==> src/rtl/mqrc_defs.svh <==
// Constants for the multi-queue reset and configuration loader
`ifndef MQRC_DEFS_SVH
`define MQRC_DEFS_SVH

// ----------------------------------------------------------------
// Register map (byte addresses)
// ----------------------------------------------------------------
`define MQRC_REG_STATUS     8'h00
`define MQRC_REG_STRAPS     8'h04
`define MQRC_REG_QINDEX     8'h08
`define MQRC_REG_QDEPTH     8'h0c
`define MQRC_REG_QAEOFS     8'h10
`define MQRC_REG_QAFOFS     8'h14

// ----------------------------------------------------------------
// Status fields
// ----------------------------------------------------------------
`define MQRC_ST_DONE        0
`define MQRC_ST_FAIL        1
`define MQRC_ST_SERIAL      2
`define MQRC_ST_QCNT_LSB    4
`define MQRC_ST_QCNT_MSB    7

// ----------------------------------------------------------------
// Configuration sizes
// ----------------------------------------------------------------
`define MQRC_MAX_QUEUES     8
`define MQRC_QIDX_W         3
`define MQRC_FIELD_W        24
`define MQRC_HDR_BITS       19
`define MQRC_QUEUE_BITS     72
`define MQRC_BITCNT_W       7
`define MQRC_OFS_LOW        24'h000008
`define MQRC_OFS_HIGH       24'h000080
`define MQRC_STRAP_W        14
`define MQRC_PIN_W          24

// ----------------------------------------------------------------
// Queue programming select codes
// ----------------------------------------------------------------
`define MQRC_QUEUE_PROG_SELECT_WRADDR    2'h0
`define MQRC_QUEUE_PROG_SELECT_RDADDR    2'h1
`define MQRC_QUEUE_PROG_SELECT_FOUR      2'h2
`define MQRC_QUEUE_PROG_SELECT_EIGHT     2'h3

`endif

==> src/rtl/mqrc_pkg.sv <==
// Types shared by the multi-queue reset and configuration loader
package mqrc_pkg;

   typedef struct packed {
      logic       packetMode;
      logic       flagBusMode;
      logic [3:0] portWidthMatch;
      logic       primaryDevice;
      logic [2:0] chainPositionId;
      logic       configSource;
      logic       thresholdOffset;
      logic [1:0] queueProgSelect;
   } mqrc_straps_t;

   typedef struct packed {
      logic [23:0] depth;
      logic [23:0] aeOffset;
      logic [23:0] afOffset;
   } mqrc_entry_t;

   typedef enum logic [2:0] {
      ST_RESET,
      ST_CLEAR,
      ST_DEFAULT,
      ST_SERIAL,
      ST_FAIL,
      ST_DONE
   } mqrc_state_t;

endpackage

==> src/rtl/mqrc_top.sv <==
// Master reset capture and configuration loader of a multi-queue buffer
`timescale 1ns/1ns
`include "mqrc_defs.svh"
module mqrc_top #(
   parameter int TOTAL_DEPTH = 4096
) (
   input  wire logic                  clk_sys,
   input  wire logic                  resetn,
   input  wire logic                  masterResetN,
   input  wire logic                  packetModeSel,
   input  wire logic                  flagBusModeSel,
   input  wire logic [3:0]            portWidthMatch,
   input  wire logic                  primaryDeviceSel,
   input  wire logic [2:0]            chainPositionId,
   input  wire logic                  configSourceSel,
   input  wire logic                  thresholdOffsetSel,
   input  wire logic [1:0]            queueProgSelect,
   input  wire logic                  serialClk,
   input  wire logic                  serialDataIn,
   input  wire logic                  serialEnableInN,
   input  wire logic [2:0]            wrQueueAddr,
   input  wire logic [2:0]            rdQueueAddr,
   input  wire logic                  wrReq,
   input  wire logic                  rdReq,
   input  wire logic [7:0]            regAddr,
   input  wire logic [31:0]           regWdata,
   input  wire logic                  regWr,
   input  wire logic                  regRd,
   output logic      [31:0]           regRdata,
   output logic                       serialEnableOutN,
   output logic                       serialDataOut,
   output logic                       configDone,
   output logic                       wrAccept,
   output logic                       rdAccept,
   output logic      [1:0]            inWidthCode,
   output logic      [1:0]            outWidthCode,
   output mqrc_pkg::mqrc_straps_t     strapsOut
);

   // ----------------------------------------------------------------
   // Pin synchronisers
   // ----------------------------------------------------------------
   logic [`MQRC_PIN_W-1:0] pinS1;
   logic [`MQRC_PIN_W-1:0] pinS2;
   logic                   mrsS3;
   logic                   sclkS3;
   mqrc_pkg::mqrc_straps_t strapPins;
   logic                   mrsSync;
   logic                   sclkSync;
   logic                   siSync;
   logic                   seniSync;
   logic [2:0]             wrAddrSync;
   logic [2:0]             rdAddrSync;
   logic                   mrsRise;
   logic                   serialBit;

   always_ff @(posedge clk_sys or negedge resetn)
   begin
      if (!resetn)
      begin
         // Idle levels: master reset and enable high, so no false edge follows reset
         pinS1  <= 24'h900000;
         pinS2  <= 24'h900000;
         mrsS3  <= 1'b1;
         sclkS3 <= 1'b0;
      end
      else
      begin
         pinS1  <= {masterResetN, serialClk, serialDataIn, serialEnableInN,
                    packetModeSel, flagBusModeSel, portWidthMatch, primaryDeviceSel,
                    chainPositionId, configSourceSel, thresholdOffsetSel,
                    queueProgSelect, wrQueueAddr, rdQueueAddr};
         pinS2  <= pinS1;
         mrsS3  <= pinS2[23];
         sclkS3 <= pinS2[22];
      end
   end

   assign mrsSync    = pinS2[23];
   assign sclkSync   = pinS2[22];
   assign siSync     = pinS2[21];
   assign seniSync   = pinS2[20];
   assign strapPins  = pinS2[19:6];
   assign wrAddrSync = pinS2[5:3];
   assign rdAddrSync = pinS2[2:0];
   assign mrsRise    = mrsSync & ~mrsS3;
   // Serial bits count only on a rising serial clock with enable low
   assign serialBit  = sclkSync & ~sclkS3 & ~seniSync;

   // ----------------------------------------------------------------
   // Helpers
   // ----------------------------------------------------------------
   function automatic logic [23:0] depthShare(input logic [3:0] count);
      logic [31:0] total;
      total = 32'(TOTAL_DEPTH);
      case (count)
         4'h1:    depthShare = total[23:0];
         4'h2:    depthShare = total[24:1];
         4'h4:    depthShare = total[25:2];
         4'h8:    depthShare = total[26:3];
         4'h0:    depthShare = 24'h000000;
         default: depthShare = 24'((total / 32'(count)));
      endcase
   endfunction

   // Width code per port: 0 -> 9, 1 -> 18, 2/3 -> 36 bits
   function automatic logic [1:0] widthCode(input logic [1:0] bits);
      widthCode = (bits == 2'h3) ? 2'h2 : bits;
   endfunction

   // ----------------------------------------------------------------
   // Strap capture
   // ----------------------------------------------------------------
   mqrc_pkg::mqrc_straps_t straps_q;

   always_ff @(posedge clk_sys or negedge resetn)
   begin
      if (!resetn)
      begin
         straps_q <= '0;
      end
      else if (mrsRise)
      begin
         straps_q <= strapPins;
      end
   end

   always_ff @(posedge clk_sys or negedge resetn)
   begin
      if (!resetn)
      begin
         strapsOut    <= '0;
         inWidthCode  <= 2'h0;
         outWidthCode <= 2'h0;
      end
      else
      begin
         strapsOut    <= straps_q;
         inWidthCode  <= widthCode(straps_q.portWidthMatch[1:0]);
         outWidthCode <= widthCode(straps_q.portWidthMatch[3:2]);
      end
   end

   // ----------------------------------------------------------------
   // Configuration sequencer
   // ----------------------------------------------------------------
   mqrc_pkg::mqrc_state_t        state_q;
   logic [`MQRC_QIDX_W-1:0]      qIdx_q;
   logic [3:0]                   qCount_q;
   logic [`MQRC_BITCNT_W-1:0]    bitCnt_q;
   logic                         inHeader_q;
   logic [`MQRC_QUEUE_BITS-1:0]  shift_q;
   logic                         memWe_q;
   logic [`MQRC_QIDX_W-1:0]      memWaddr_q;
   mqrc_pkg::mqrc_entry_t        memWdata_q;
   logic [23:0]                  defOfs;
   logic [3:0]                   defCount;
   logic [`MQRC_QUEUE_BITS-1:0]  shiftNext;

   assign defOfs    = straps_q.thresholdOffset ? `MQRC_OFS_HIGH : `MQRC_OFS_LOW;
   assign shiftNext = {shift_q[`MQRC_QUEUE_BITS-2:0], siSync};

   always_comb
   begin
      case (straps_q.queueProgSelect)
         `MQRC_QUEUE_PROG_SELECT_WRADDR: defCount = {1'b0, wrAddrSync} + 4'h1;
         `MQRC_QUEUE_PROG_SELECT_RDADDR: defCount = {1'b0, rdAddrSync} + 4'h1;
         `MQRC_QUEUE_PROG_SELECT_FOUR:   defCount = 4'h4;
         default:           defCount = 4'h8;
      endcase
   end

   always_ff @(posedge clk_sys or negedge resetn)
   begin
      if (!resetn)
      begin
         state_q    <= mqrc_pkg::ST_RESET;
         qIdx_q     <= '0;
         qCount_q   <= 4'h0;
         bitCnt_q   <= '0;
         inHeader_q <= 1'b1;
         shift_q    <= '0;
         memWe_q    <= 1'b0;
         memWaddr_q <= '0;
         memWdata_q <= '0;
      end
      else if (!mrsSync)
      begin
         // Reset pulse restarts the sequencer and wipes one entry per cycle it is held
         state_q    <= mqrc_pkg::ST_RESET;
         qIdx_q     <= qIdx_q + 3'h1;
         qCount_q   <= 4'h0;
         bitCnt_q   <= '0;
         inHeader_q <= 1'b1;
         memWe_q    <= 1'b1;
         memWaddr_q <= qIdx_q;
         memWdata_q <= '0;
      end
      else
      begin
         memWe_q <= 1'b0;
         case (state_q)
            mqrc_pkg::ST_RESET:
            begin
               if (mrsRise)
               begin
                  state_q <= mqrc_pkg::ST_CLEAR;
                  qIdx_q  <= '0;
               end
            end
            mqrc_pkg::ST_CLEAR:
            begin
               // Short reset pulses may not have wiped every entry
               memWe_q    <= 1'b1;
               memWaddr_q <= qIdx_q;
               memWdata_q <= '0;
               qIdx_q     <= qIdx_q + 3'h1;
               if (qIdx_q == 3'h7)
               begin
                  if (straps_q.configSource)
                  begin
                     state_q  <= mqrc_pkg::ST_DEFAULT;
                     qCount_q <= defCount;
                  end
                  else if (straps_q.queueProgSelect == `MQRC_QUEUE_PROG_SELECT_EIGHT)
                  begin
                     state_q <= mqrc_pkg::ST_SERIAL;
                  end
                  else
                  begin
                     state_q <= mqrc_pkg::ST_FAIL;
                  end
               end
            end
            mqrc_pkg::ST_DEFAULT:
            begin
               memWaddr_q <= qIdx_q;
               memWe_q    <= 1'b1;
               if ({1'b0, qIdx_q} < qCount_q)
               begin
                  memWdata_q.depth    <= depthShare(qCount_q);
                  memWdata_q.aeOffset <= defOfs;
                  memWdata_q.afOffset <= defOfs;
               end
               else
               begin
                  memWdata_q <= '0;
               end
               qIdx_q <= qIdx_q + 3'h1;
               if (qIdx_q == 3'h7)
               begin
                  state_q <= mqrc_pkg::ST_DONE;
               end
            end
            mqrc_pkg::ST_SERIAL:
            begin
               if (serialBit)
               begin
                  shift_q  <= shiftNext;
                  bitCnt_q <= bitCnt_q + 7'h01;
                  if (inHeader_q && bitCnt_q == 7'(`MQRC_HDR_BITS - 1))
                  begin
                     // Header low bits carry queue count minus one
                     qCount_q   <= {1'b0, shiftNext[2:0]} + 4'h1;
                     inHeader_q <= 1'b0;
                     bitCnt_q   <= '0;
                     qIdx_q     <= '0;
                  end
                  else if (!inHeader_q && bitCnt_q == 7'(`MQRC_QUEUE_BITS - 1))
                  begin
                     memWe_q    <= 1'b1;
                     memWaddr_q <= qIdx_q;
                     memWdata_q <= shiftNext;
                     bitCnt_q   <= '0;
                     qIdx_q     <= qIdx_q + 3'h1;
                     if ({1'b0, qIdx_q} == qCount_q - 4'h1)
                     begin
                        state_q <= mqrc_pkg::ST_DONE;
                     end
                  end
               end
            end
            default:
            begin
               // Reserved select and finished states hold until next reset
               state_q <= state_q;
            end
         endcase
      end
   end

   // ----------------------------------------------------------------
   // Completion signalling and queue access gate
   // ----------------------------------------------------------------
   logic done;

   assign done = (state_q == mqrc_pkg::ST_DONE);

   always_ff @(posedge clk_sys or negedge resetn)
   begin
      if (!resetn)
      begin
         serialEnableOutN <= 1'b1;
         serialDataOut    <= 1'b0;
         configDone       <= 1'b0;
         wrAccept         <= 1'b0;
         rdAccept         <= 1'b0;
      end
      else
      begin
         // After completion the serial port passes straight through
         serialEnableOutN <= done ? seniSync : 1'b1;
         serialDataOut    <= done & siSync;
         configDone       <= done;
         wrAccept         <= wrReq & done;
         rdAccept         <= rdReq & done;
      end
   end

   // ----------------------------------------------------------------
   // Setup memory and register port
   // ----------------------------------------------------------------
   logic [`MQRC_QIDX_W-1:0] regIdx_q;
   mqrc_pkg::mqrc_entry_t   memRd;

   mqrc_setup_mem #(
      .WIDTH ($bits(mqrc_pkg::mqrc_entry_t)),
      .DEPTH (`MQRC_MAX_QUEUES),
      .AW    (`MQRC_QIDX_W)
   ) u_mem (
      .clk_sys (clk_sys),
      .wrEn    (memWe_q),
      .wrAddr  (memWaddr_q),
      .wrData  (memWdata_q),
      .rdAddr  (regIdx_q),
      .rdData  (memRd)
   );

   always_ff @(posedge clk_sys or negedge resetn)
   begin
      if (!resetn)
      begin
         regIdx_q <= '0;
      end
      else if (regWr && regAddr == `MQRC_REG_QINDEX)
      begin
         regIdx_q <= regWdata[2:0];
      end
   end

   always_ff @(posedge clk_sys or negedge resetn)
   begin
      if (!resetn)
      begin
         regRdata <= 32'h00000000;
      end
      else if (regRd)
      begin
         if (regAddr == `MQRC_REG_STATUS)
         begin
            regRdata <= '0;
            regRdata[`MQRC_ST_DONE]   <= done;
            regRdata[`MQRC_ST_FAIL]   <= (state_q == mqrc_pkg::ST_FAIL);
            regRdata[`MQRC_ST_SERIAL] <= ~straps_q.configSource;
            regRdata[`MQRC_ST_QCNT_MSB:`MQRC_ST_QCNT_LSB] <= qCount_q;
         end
         else if (regAddr == `MQRC_REG_STRAPS)
         begin
            regRdata <= {18'h0, straps_q};
         end
         else if (regAddr == `MQRC_REG_QINDEX)
         begin
            regRdata <= {29'h0, regIdx_q};
         end
         else if (regAddr == `MQRC_REG_QDEPTH)
         begin
            regRdata <= {8'h00, memRd.depth};
         end
         else if (regAddr == `MQRC_REG_QAEOFS)
         begin
            regRdata <= {8'h00, memRd.aeOffset};
         end
         else if (regAddr == `MQRC_REG_QAFOFS)
         begin
            regRdata <= {8'h00, memRd.afOffset};
         end
         else
         begin
            regRdata <= 32'h00000000;
         end
      end
      else
      begin
         regRdata <= 32'h00000000;
      end
   end

endmodule

==> src/rtl/mqrc_setup_mem.sv <==
// Per-queue setup memory with registered read data
`timescale 1ns/1ns
module mqrc_setup_mem #(
   parameter int WIDTH = 72,
   parameter int DEPTH = 8,
   parameter int AW    = 3
) (
   input  wire logic             clk_sys,
   input  wire logic             wrEn,
   input  wire logic [AW-1:0]    wrAddr,
   input  wire logic [WIDTH-1:0] wrData,
   input  wire logic [AW-1:0]    rdAddr,
   output logic      [WIDTH-1:0] rdData
);

   logic [WIDTH-1:0] mem [DEPTH];

   always_ff @(posedge clk_sys)
   begin
      if (wrEn)
      begin
         mem[wrAddr] <= wrData;
      end
   end

   always_ff @(posedge clk_sys)
   begin
      rdData <= mem[rdAddr];
   end

endmodule

==> config.mk <==
export PLATFORM = sky130hd
export DESIGN_NAME = mqrc_top
export DESIGN_NICKNAME = d
export VERILOG_FILES = /design/src/rtl/mqrc_pkg.sv /design/src/rtl/mqrc_top.sv /design/src/rtl/mqrc_setup_mem.sv
export VERILOG_INCLUDE_DIRS = /design/src /design/src/rtl
export SDC_FILE = /design/constraint.sdc
export NUM_CORES = 1
export LEC_CHECK = 0
export BUFFER_PORTS_ARGS = -buffer_cell sky130_fd_sc_hd__buf_2
export CAP_MARGIN = 20
export CORE_MARGIN = 2
export CORE_UTILIZATION = 50
export CTS_BUF_LIST = sky130_fd_sc_hd__clkbuf_8
export CTS_CLUSTER_SIZE = 8
export DETAILED_ROUTE_END_ITERATION = 8
export HOLD_SLACK_MARGIN = 0.15
export PLACE_DENSITY = 0.66
export SLEW_MARGIN = 40
export SYNTH_ARGS = -nofsm -noshare
export SYNTH_HDL_FRONTEND = slang
export SYNTH_SLANG_ARGS = --single-unit
==> constraint.sdc <==
create_clock -name clk_sys -period 88 [get_ports clk_sys]
set_input_delay 17.6 -clock clk_sys [delete_from_list [all_inputs] [get_ports clk_sys]]
set_output_delay 17.6 -clock clk_sys [all_outputs]
set_load 0.01 [all_outputs]
**Word level (Yosys, flattened, before mapping)**

Memories as Yosys holds them, arrays and structs flattened. A register that Yosys moved wholly into a read port is not among the register bits.
Cells that the tools add are included.

- Input port bits: 70
- Bits in registers: 287
- Bits in writable memories: 576
- Memories: 1
- Logic and storage cells: 180

Memories:

| memory | words | width | rd ports | clocked after Yosys merged registers in | write ports | line | text |
|---|---|---|---|---|---|---|---|
| u_mem.mem | 8 | 72 | 1 | 1 | 1 | mqrc_setup_mem.sv:16 | `logic [WIDTH-1:0] mem [DEPTH];` |

- Reduce and logical (&&, ||, !) cells: 17
- Bitwise operators: 10
- Add/subtract/negate cells: 6
- Multiplexer cells: 63
- Divide/modulo/power cells: 1
- Eq/ne operators: 41
- Magnitude comparators: 1

Operators by type and width:

| cell | number |
|---|---|
| 72-bit two-way mux | 5 |
| 72-bit case mux with 3 select lines | 1 |
| 24-bit case mux with 5 select lines | 1 |
| 24-bit two-way mux | 4 |
| 32-bit two-way mux | 3 |
| 3-bit two-way mux | 19 |
| 7-bit two-way mux | 5 |
| 13-bit by 4-bit divider with 32-bit output, first input constant | 1 |
| 3-bit != test, second input constant | 9 |
| 4-bit two-way mux | 5 |
| 8-bit by 4-bit == test with 1-bit output, second input constant | 2 |
| 8-bit by 5-bit == test with 1-bit output, second input constant | 2 |
| 3-bit by 1-bit adder with 4-bit output, second input constant | 3 |
| 3-bit case mux with 4 select lines | 1 |
| 4-bit case mux with 3 select lines | 1 |
| 4-bit AND reduction | 3 |
| 1-bit two-way mux | 11 |
| 3-bit == test, second input constant | 3 |
| 3-bit case mux with 3 select lines | 1 |
| 2-bit == test, second input constant | 4 |
| 8-bit by 3-bit == test with 1-bit output, second input constant | 1 |
| 8-bit logical NOT | 1 |
| 8-bit two-way mux | 1 |
| 4-bit case mux with 2 select lines | 1 |
| other kinds (36) | 51 |

**Depth between registers and ports, before layout**

- Depth after elaboration: 8
- Depth in mapped cells: 329
- Gate-level depth less buffers: 282

**Cells and area by module**

Synthesis repeated with hierarchy kept, for this count alone.

- Cells, all modules: 5,133
- Area, all modules: 56,367.8 um^2

By module, submodules not included:

| module | area each (um^2) | instances | cells each |
|---|---|---|---|
| mqrc_top | 32,999.1 | 1 | 4,216 |
| mqrc_setup_mem | 23,368.7 | 1 | 917 |

**Worst setup path after synthesis**

No wires, ideal clock.

- Path type: register to register
- Start point: register qCount_q[0]
- End point: register memWdata_q[48] in the netlist's numbering
- Slack: 26.153 ns
- Period minus slack after synthesis: 61.847 ns
- Stages on the path, launching flop included: 310
- Setup time: 0.140 ns
- Arrival: 61.707 ns
- Required time: 87.860 ns
- Path buffers: 48
- Cells stage by stage: dfrtp_1 -> buf_2 -> inv_2 -> clkbuf_1 -> buf_1 -> clkbuf_1 -> clkbuf_1 -> buf_1 -> ha_1 -> buf_2 -> o211ai_1 -> inv_1 -> ha_1 -> or3b_1 -> a21oi_1 -> a21oi_1 -> ha_1 -> a21oi_1 -> (+274 left out) -> o21a_1 -> o21ai_0 -> nand2b_1 -> a21o_1 -> nor3_2 -> o2111ai_2 -> buf_2 -> o211ai_1 -> o21ai_1 -> ha_1 -> a21o_1 -> a221o_1 -> a2111oi_0 -> nand4b_1 -> a211o_1 -> or4_1 -> a2111oi_0 -> a31oi_1

- Longest elaborated chain between the ends: 5
- Elaborated cells on any way between the ends: 11
- Classes of those cells: 1 x div; 1 x order compare; 4 x eq/ne; 4 x mux; 1 x reduce/logical

Ends and longest elaborated chain:

| element | line | text |
|---|---|---|
| start: declaration | mqrc_top.sv:149 | `logic [3:0] qCount_q;` |
| start signal: assignment | mqrc_top.sv:223 | `qCount_q <= defCount;` |
| start signal: assignment | mqrc_top.sv:264 | `qCount_q <= {1'b0, shiftNext[2:0]} + 4'h1;` |
| 13-bit by 4-bit divider with 32-bit output (tied with other cells) | mqrc_top.sv:102 | `default: depthShare = 24'((total / 32'(count)));` |
| 24-bit case mux with 5 select lines | mqrc_top.sv:96 | `case (count)` |
| 72-bit two-way mux * | mqrc_top.sv:239 | `if ({1'b0, qIdx_q} < qCount_q)` |
| 72-bit case mux with 3 select lines * | mqrc_top.sv:202 | `case (state_q)` |
| 72-bit two-way mux * | mqrc_top.sv:187 | `else if (!mrsSync)` |
| end signal: assignment | mqrc_top.sv:273 | `memWdata_q <= shiftNext;` |
| end: declaration | mqrc_top.sv:155 | `mqrc_pkg::mqrc_entry_t memWdata_q;` |

Every way passes the cells marked *; elsewhere a longest branch is shown, timed or not.
A chain may end at the register's enable or synchronous reset.

**Final worst setup path**

- Start point: register qCount_q[1]
- End point: register memWdata_q[48] in the netlist's numbering

Same word-level chain as after synthesis.

==> metrics.csv <==
metric,value,unit
CTS Root Cell,clkbuf_8,
Initial DRC Count,3979,
register area share after synthesis,45.3,%
worst slew pin tran,882,ps
Post-synth EDFFs,576,
Synth Flop Type,edfxtp_1,
Hold EP,pinS2[9]$_DFF_PN0_,
Worst path max stage delay,980,ps
ys async rst share,30.1,%
post-route setup TNS,0,ps
H-tree depth,4,
min-delay src,pinS1[9]$_DFF_PN0_,
Slew headroom,40.8,%
Final Hold Viols,0,
starting density of the core,50.4,%
Post-CTS Setup Inserts,0,
Rows,123,
"Top cell by count, worst path",ha_1,
Mean Syn Cell Area,10.8,µm²
Max Slew Vio Count,0,
vias per inst,6.34,
Synth Cell Area,56800,µm²
Min-Delay Path Class,reg -> reg,
Layout area overhead,8.48,%
critical path class,reg -> reg,
CP Launch Type,flip-flop,
clock-pin transition on the worst setup and hold timing paths,70,ps
maximum buffer depth of the clock tree,3,
RSZ-0062 raised after global routing,no,
Mapped Cells,5237,
Nets,5494,
fmax,0.0132,GHz
largest net degree at the start of global routing,108,
Sequential Area,25700,µm²
cts hold-fix bufs,0,
clock sink count,927,
initial antenna violation count,5,
"flops & latches, synth",927,
CP top delay family,simple AND/OR/NAND/NOR gates,
I/O pin cnt,125,
max_cap viols,0,
Critical R2R Capture,memWdata_q[48]$_DFFE_PN0P_,
clk_lat worst skew,820,ps
worst r2r path cells,268,
peak fanout along the critical path,25,
ANT nets after route,0,
chip width,341,µm
Die ar.,116000,µm²
first-pass GRT wire length,240,mm
GPL Wtd Cong,0.913,
die height,341,µm
worst reg2reg setup slack,12410,ps
WP data required,88650,ps
final setup fails,0,
post_cts resized,0,
area of the multi-input gates,29800,µm²
post-synth cell types,156,
drt pass-1 iters,6,
total wire length,153,mm
Tot GR Track Use,26.0,%
worst path buffer plus inverter count,22,
DRC viols,0,
"Arr. time, crit path",76240,ps
post-route clock period utilization,85.9,%
Worst Hold Path Cells,0,
vias in the first global route,41800,
port buffer count,87,
R2R Path Start,qCount_q[1]$_DFFE_PN0P_,
DP HPWL,104,mm
outcome,"finished, final reports clean",
Core ar.,113000,µm²
share of layout cells above drive strength 1,16.8,%
TritonCTS Buffers,144,
nature of the critical path endpoint,flip-flop,
filler instances,9804,
slowest CP cell,or4_1,
clk_skew,56.7,ps
crit path time final,75590,ps
gr ovfl total,0,
Via Count,44000,
WL/cell,22.1,µm
YS warnings,0,
CTS tree,yes,
[cells in the final DEF (no fill, tap or decap), drive strengths merged, types with 49 or more instances in the layout]
cell type    n
dfrtp      272
xnor2      178
dfxtp       72
and2        77
inv        186
a21o        88
a31oi       55
xor2       105
mux2i       54
or2         52
or3         49
mux4       144
buf        166
edfxtp     576
nor2b       59
clkbuf     154
nand4       65
nor2       356
and3        62
nand2b      66
a21oi      255
o21a        60
nor3       141
nor4        71
ha         110
nand3      231
mux2       194
o21ai      252
nand2      479
[Yosys cell counts (all sizes together), types with 131 or more instances]
cell type | count | area share (%)
a21oi | 255 | 2.3
nor3 | 141 | 1.4
xnor2 | 178 | 2.8
edfxtp | 576 | 30
nor2 | 356 | 2.4
nand2 | 479 | 3.2
nand3 | 231 | 2.1
buf | 131 | 1.3
dfrtp | 272 | 12
mux2 | 194 | 3.9
mux4 | 144 | 5.7
o21ai | 252 | 2.2
[worst register-to-register path: cells and delay by family (launching register included)]
| kind | cells | cell delay (ps) |
|---|---|---|
| AO/OA/AOI/OAI | 103 | 25490 |
| adder cells (fa/ha/maj) | 31 | 10320 |
| buffers and inverters | 22 | 3370 |
| flip-flops | 1 | 570 |
| multiplexers | 8 | 3370 |
| AND/OR/NAND/NOR | 104 | 32270 |
[cells by family (layout without fill, tap and decap cells)]
| group | after synthesis | count (layout) | share of synthesized area, % |
|---|---|---|---|
| fa+ha+maj | 110 | 110 | 2.42 |
| compound gates | 1318 | 1318 | 17.1 |
| mux | 392 | 392 | 10.5 |
| other cells | 1 | 9 | 0.00660 |
| simple gates | 1879 | 1879 | 17.5 |
| xor+xnor | 285 | 285 | 4.51 |
| flops | 927 | 927 | 45.3 |
| buf+inv | 325 | 518 | 2.58 |
[layer usage]
metal / share of wire, % / GRT usage [%] / routed length (µm) / vias to the layer above
met5: 0.0085 / 0 / 13 / -
met4: 1.7 / 6.19 / 2650 / 2
met3: 5.8 / 3.45 / 8930 / 201
met2: 48 / 42.7 / 73100 / 1432
met1: 45 / 36.5 / 68700 / 21900
li1: - / - / - / 20500
[through the flow]
stage	util [%]	cell area (µm²)	setup WS, ps	cells	hold slack, ps
after floorplan	-	56800	26150	5244	331
after global placement	52.1	58700	12570	6660	333
after detailed placement	52.2	58800	12570	6664	335
after CTS	54.6	61600	12160	6933	298
after global routing	54.7	61600	6110	6938	322
final	54.7	61600	12410	6938	299
[worst max path at each step]
stage                                       start                    endpoint  slack [ps]  cells after the start
final                     qCount_q[1]$_DFFE_PN0P_  memWdata_q[48]$_DFFE_PN0P_       12410                    268
after global routing      qCount_q[1]$_DFFE_PN0P_  memWdata_q[48]$_DFFE_PN0P_        6110                    273
after CTS                 qCount_q[1]$_DFFE_PN0P_  memWdata_q[48]$_DFFE_PN0P_       12160                    264
after detailed placement  qCount_q[1]$_DFFE_PN0P_  memWdata_q[48]$_DFFE_PN0P_       12570                    263
after global placement    qCount_q[1]$_DFFE_PN0P_  memWdata_q[48]$_DFFE_PN0P_       12570                    265
after floorplan           qCount_q[0]$_DFFE_PN0P_  memWdata_q[48]$_DFFE_PN0P_       26150                    309
[cell type report]
cell class              instances  area share (%)
flip-flops and latches        927            41.8
inverters                      82           0.499
well taps                    1500            3.05
repair buffers                167            1.85
multi-input cells            3992            48.4
clock buffers                 153            3.42
clock inverters               116            1.01
diodes                          1         0.00406
[state kept, by name, summed over array words and instances (netlist names), 2 cells and up]
| register | flops |
|---|---|
| pinS1 | 24 |
| strapsOut | 14 |
| qCount_q | 4 |
| outWidthCode | 2 |
| bitCnt_q | 7 |
| memWdata_q | 72 |
| straps_q | 14 |
| pinS2 | 24 |
| qIdx_q | 3 |
| shift_q | 71 |
| memWaddr_q | 3 |
| state_q | 3 |
| regIdx_q | 3 |
| u_mem.mem | 576 |
| inWidthCode | 2 |
| u_mem.rdData | 72 |
| regRdata | 24 |
Power is left out: the tool's default activity adds up to more than one toggle a clock period on the data nets, which glitch-free logic cannot reach.
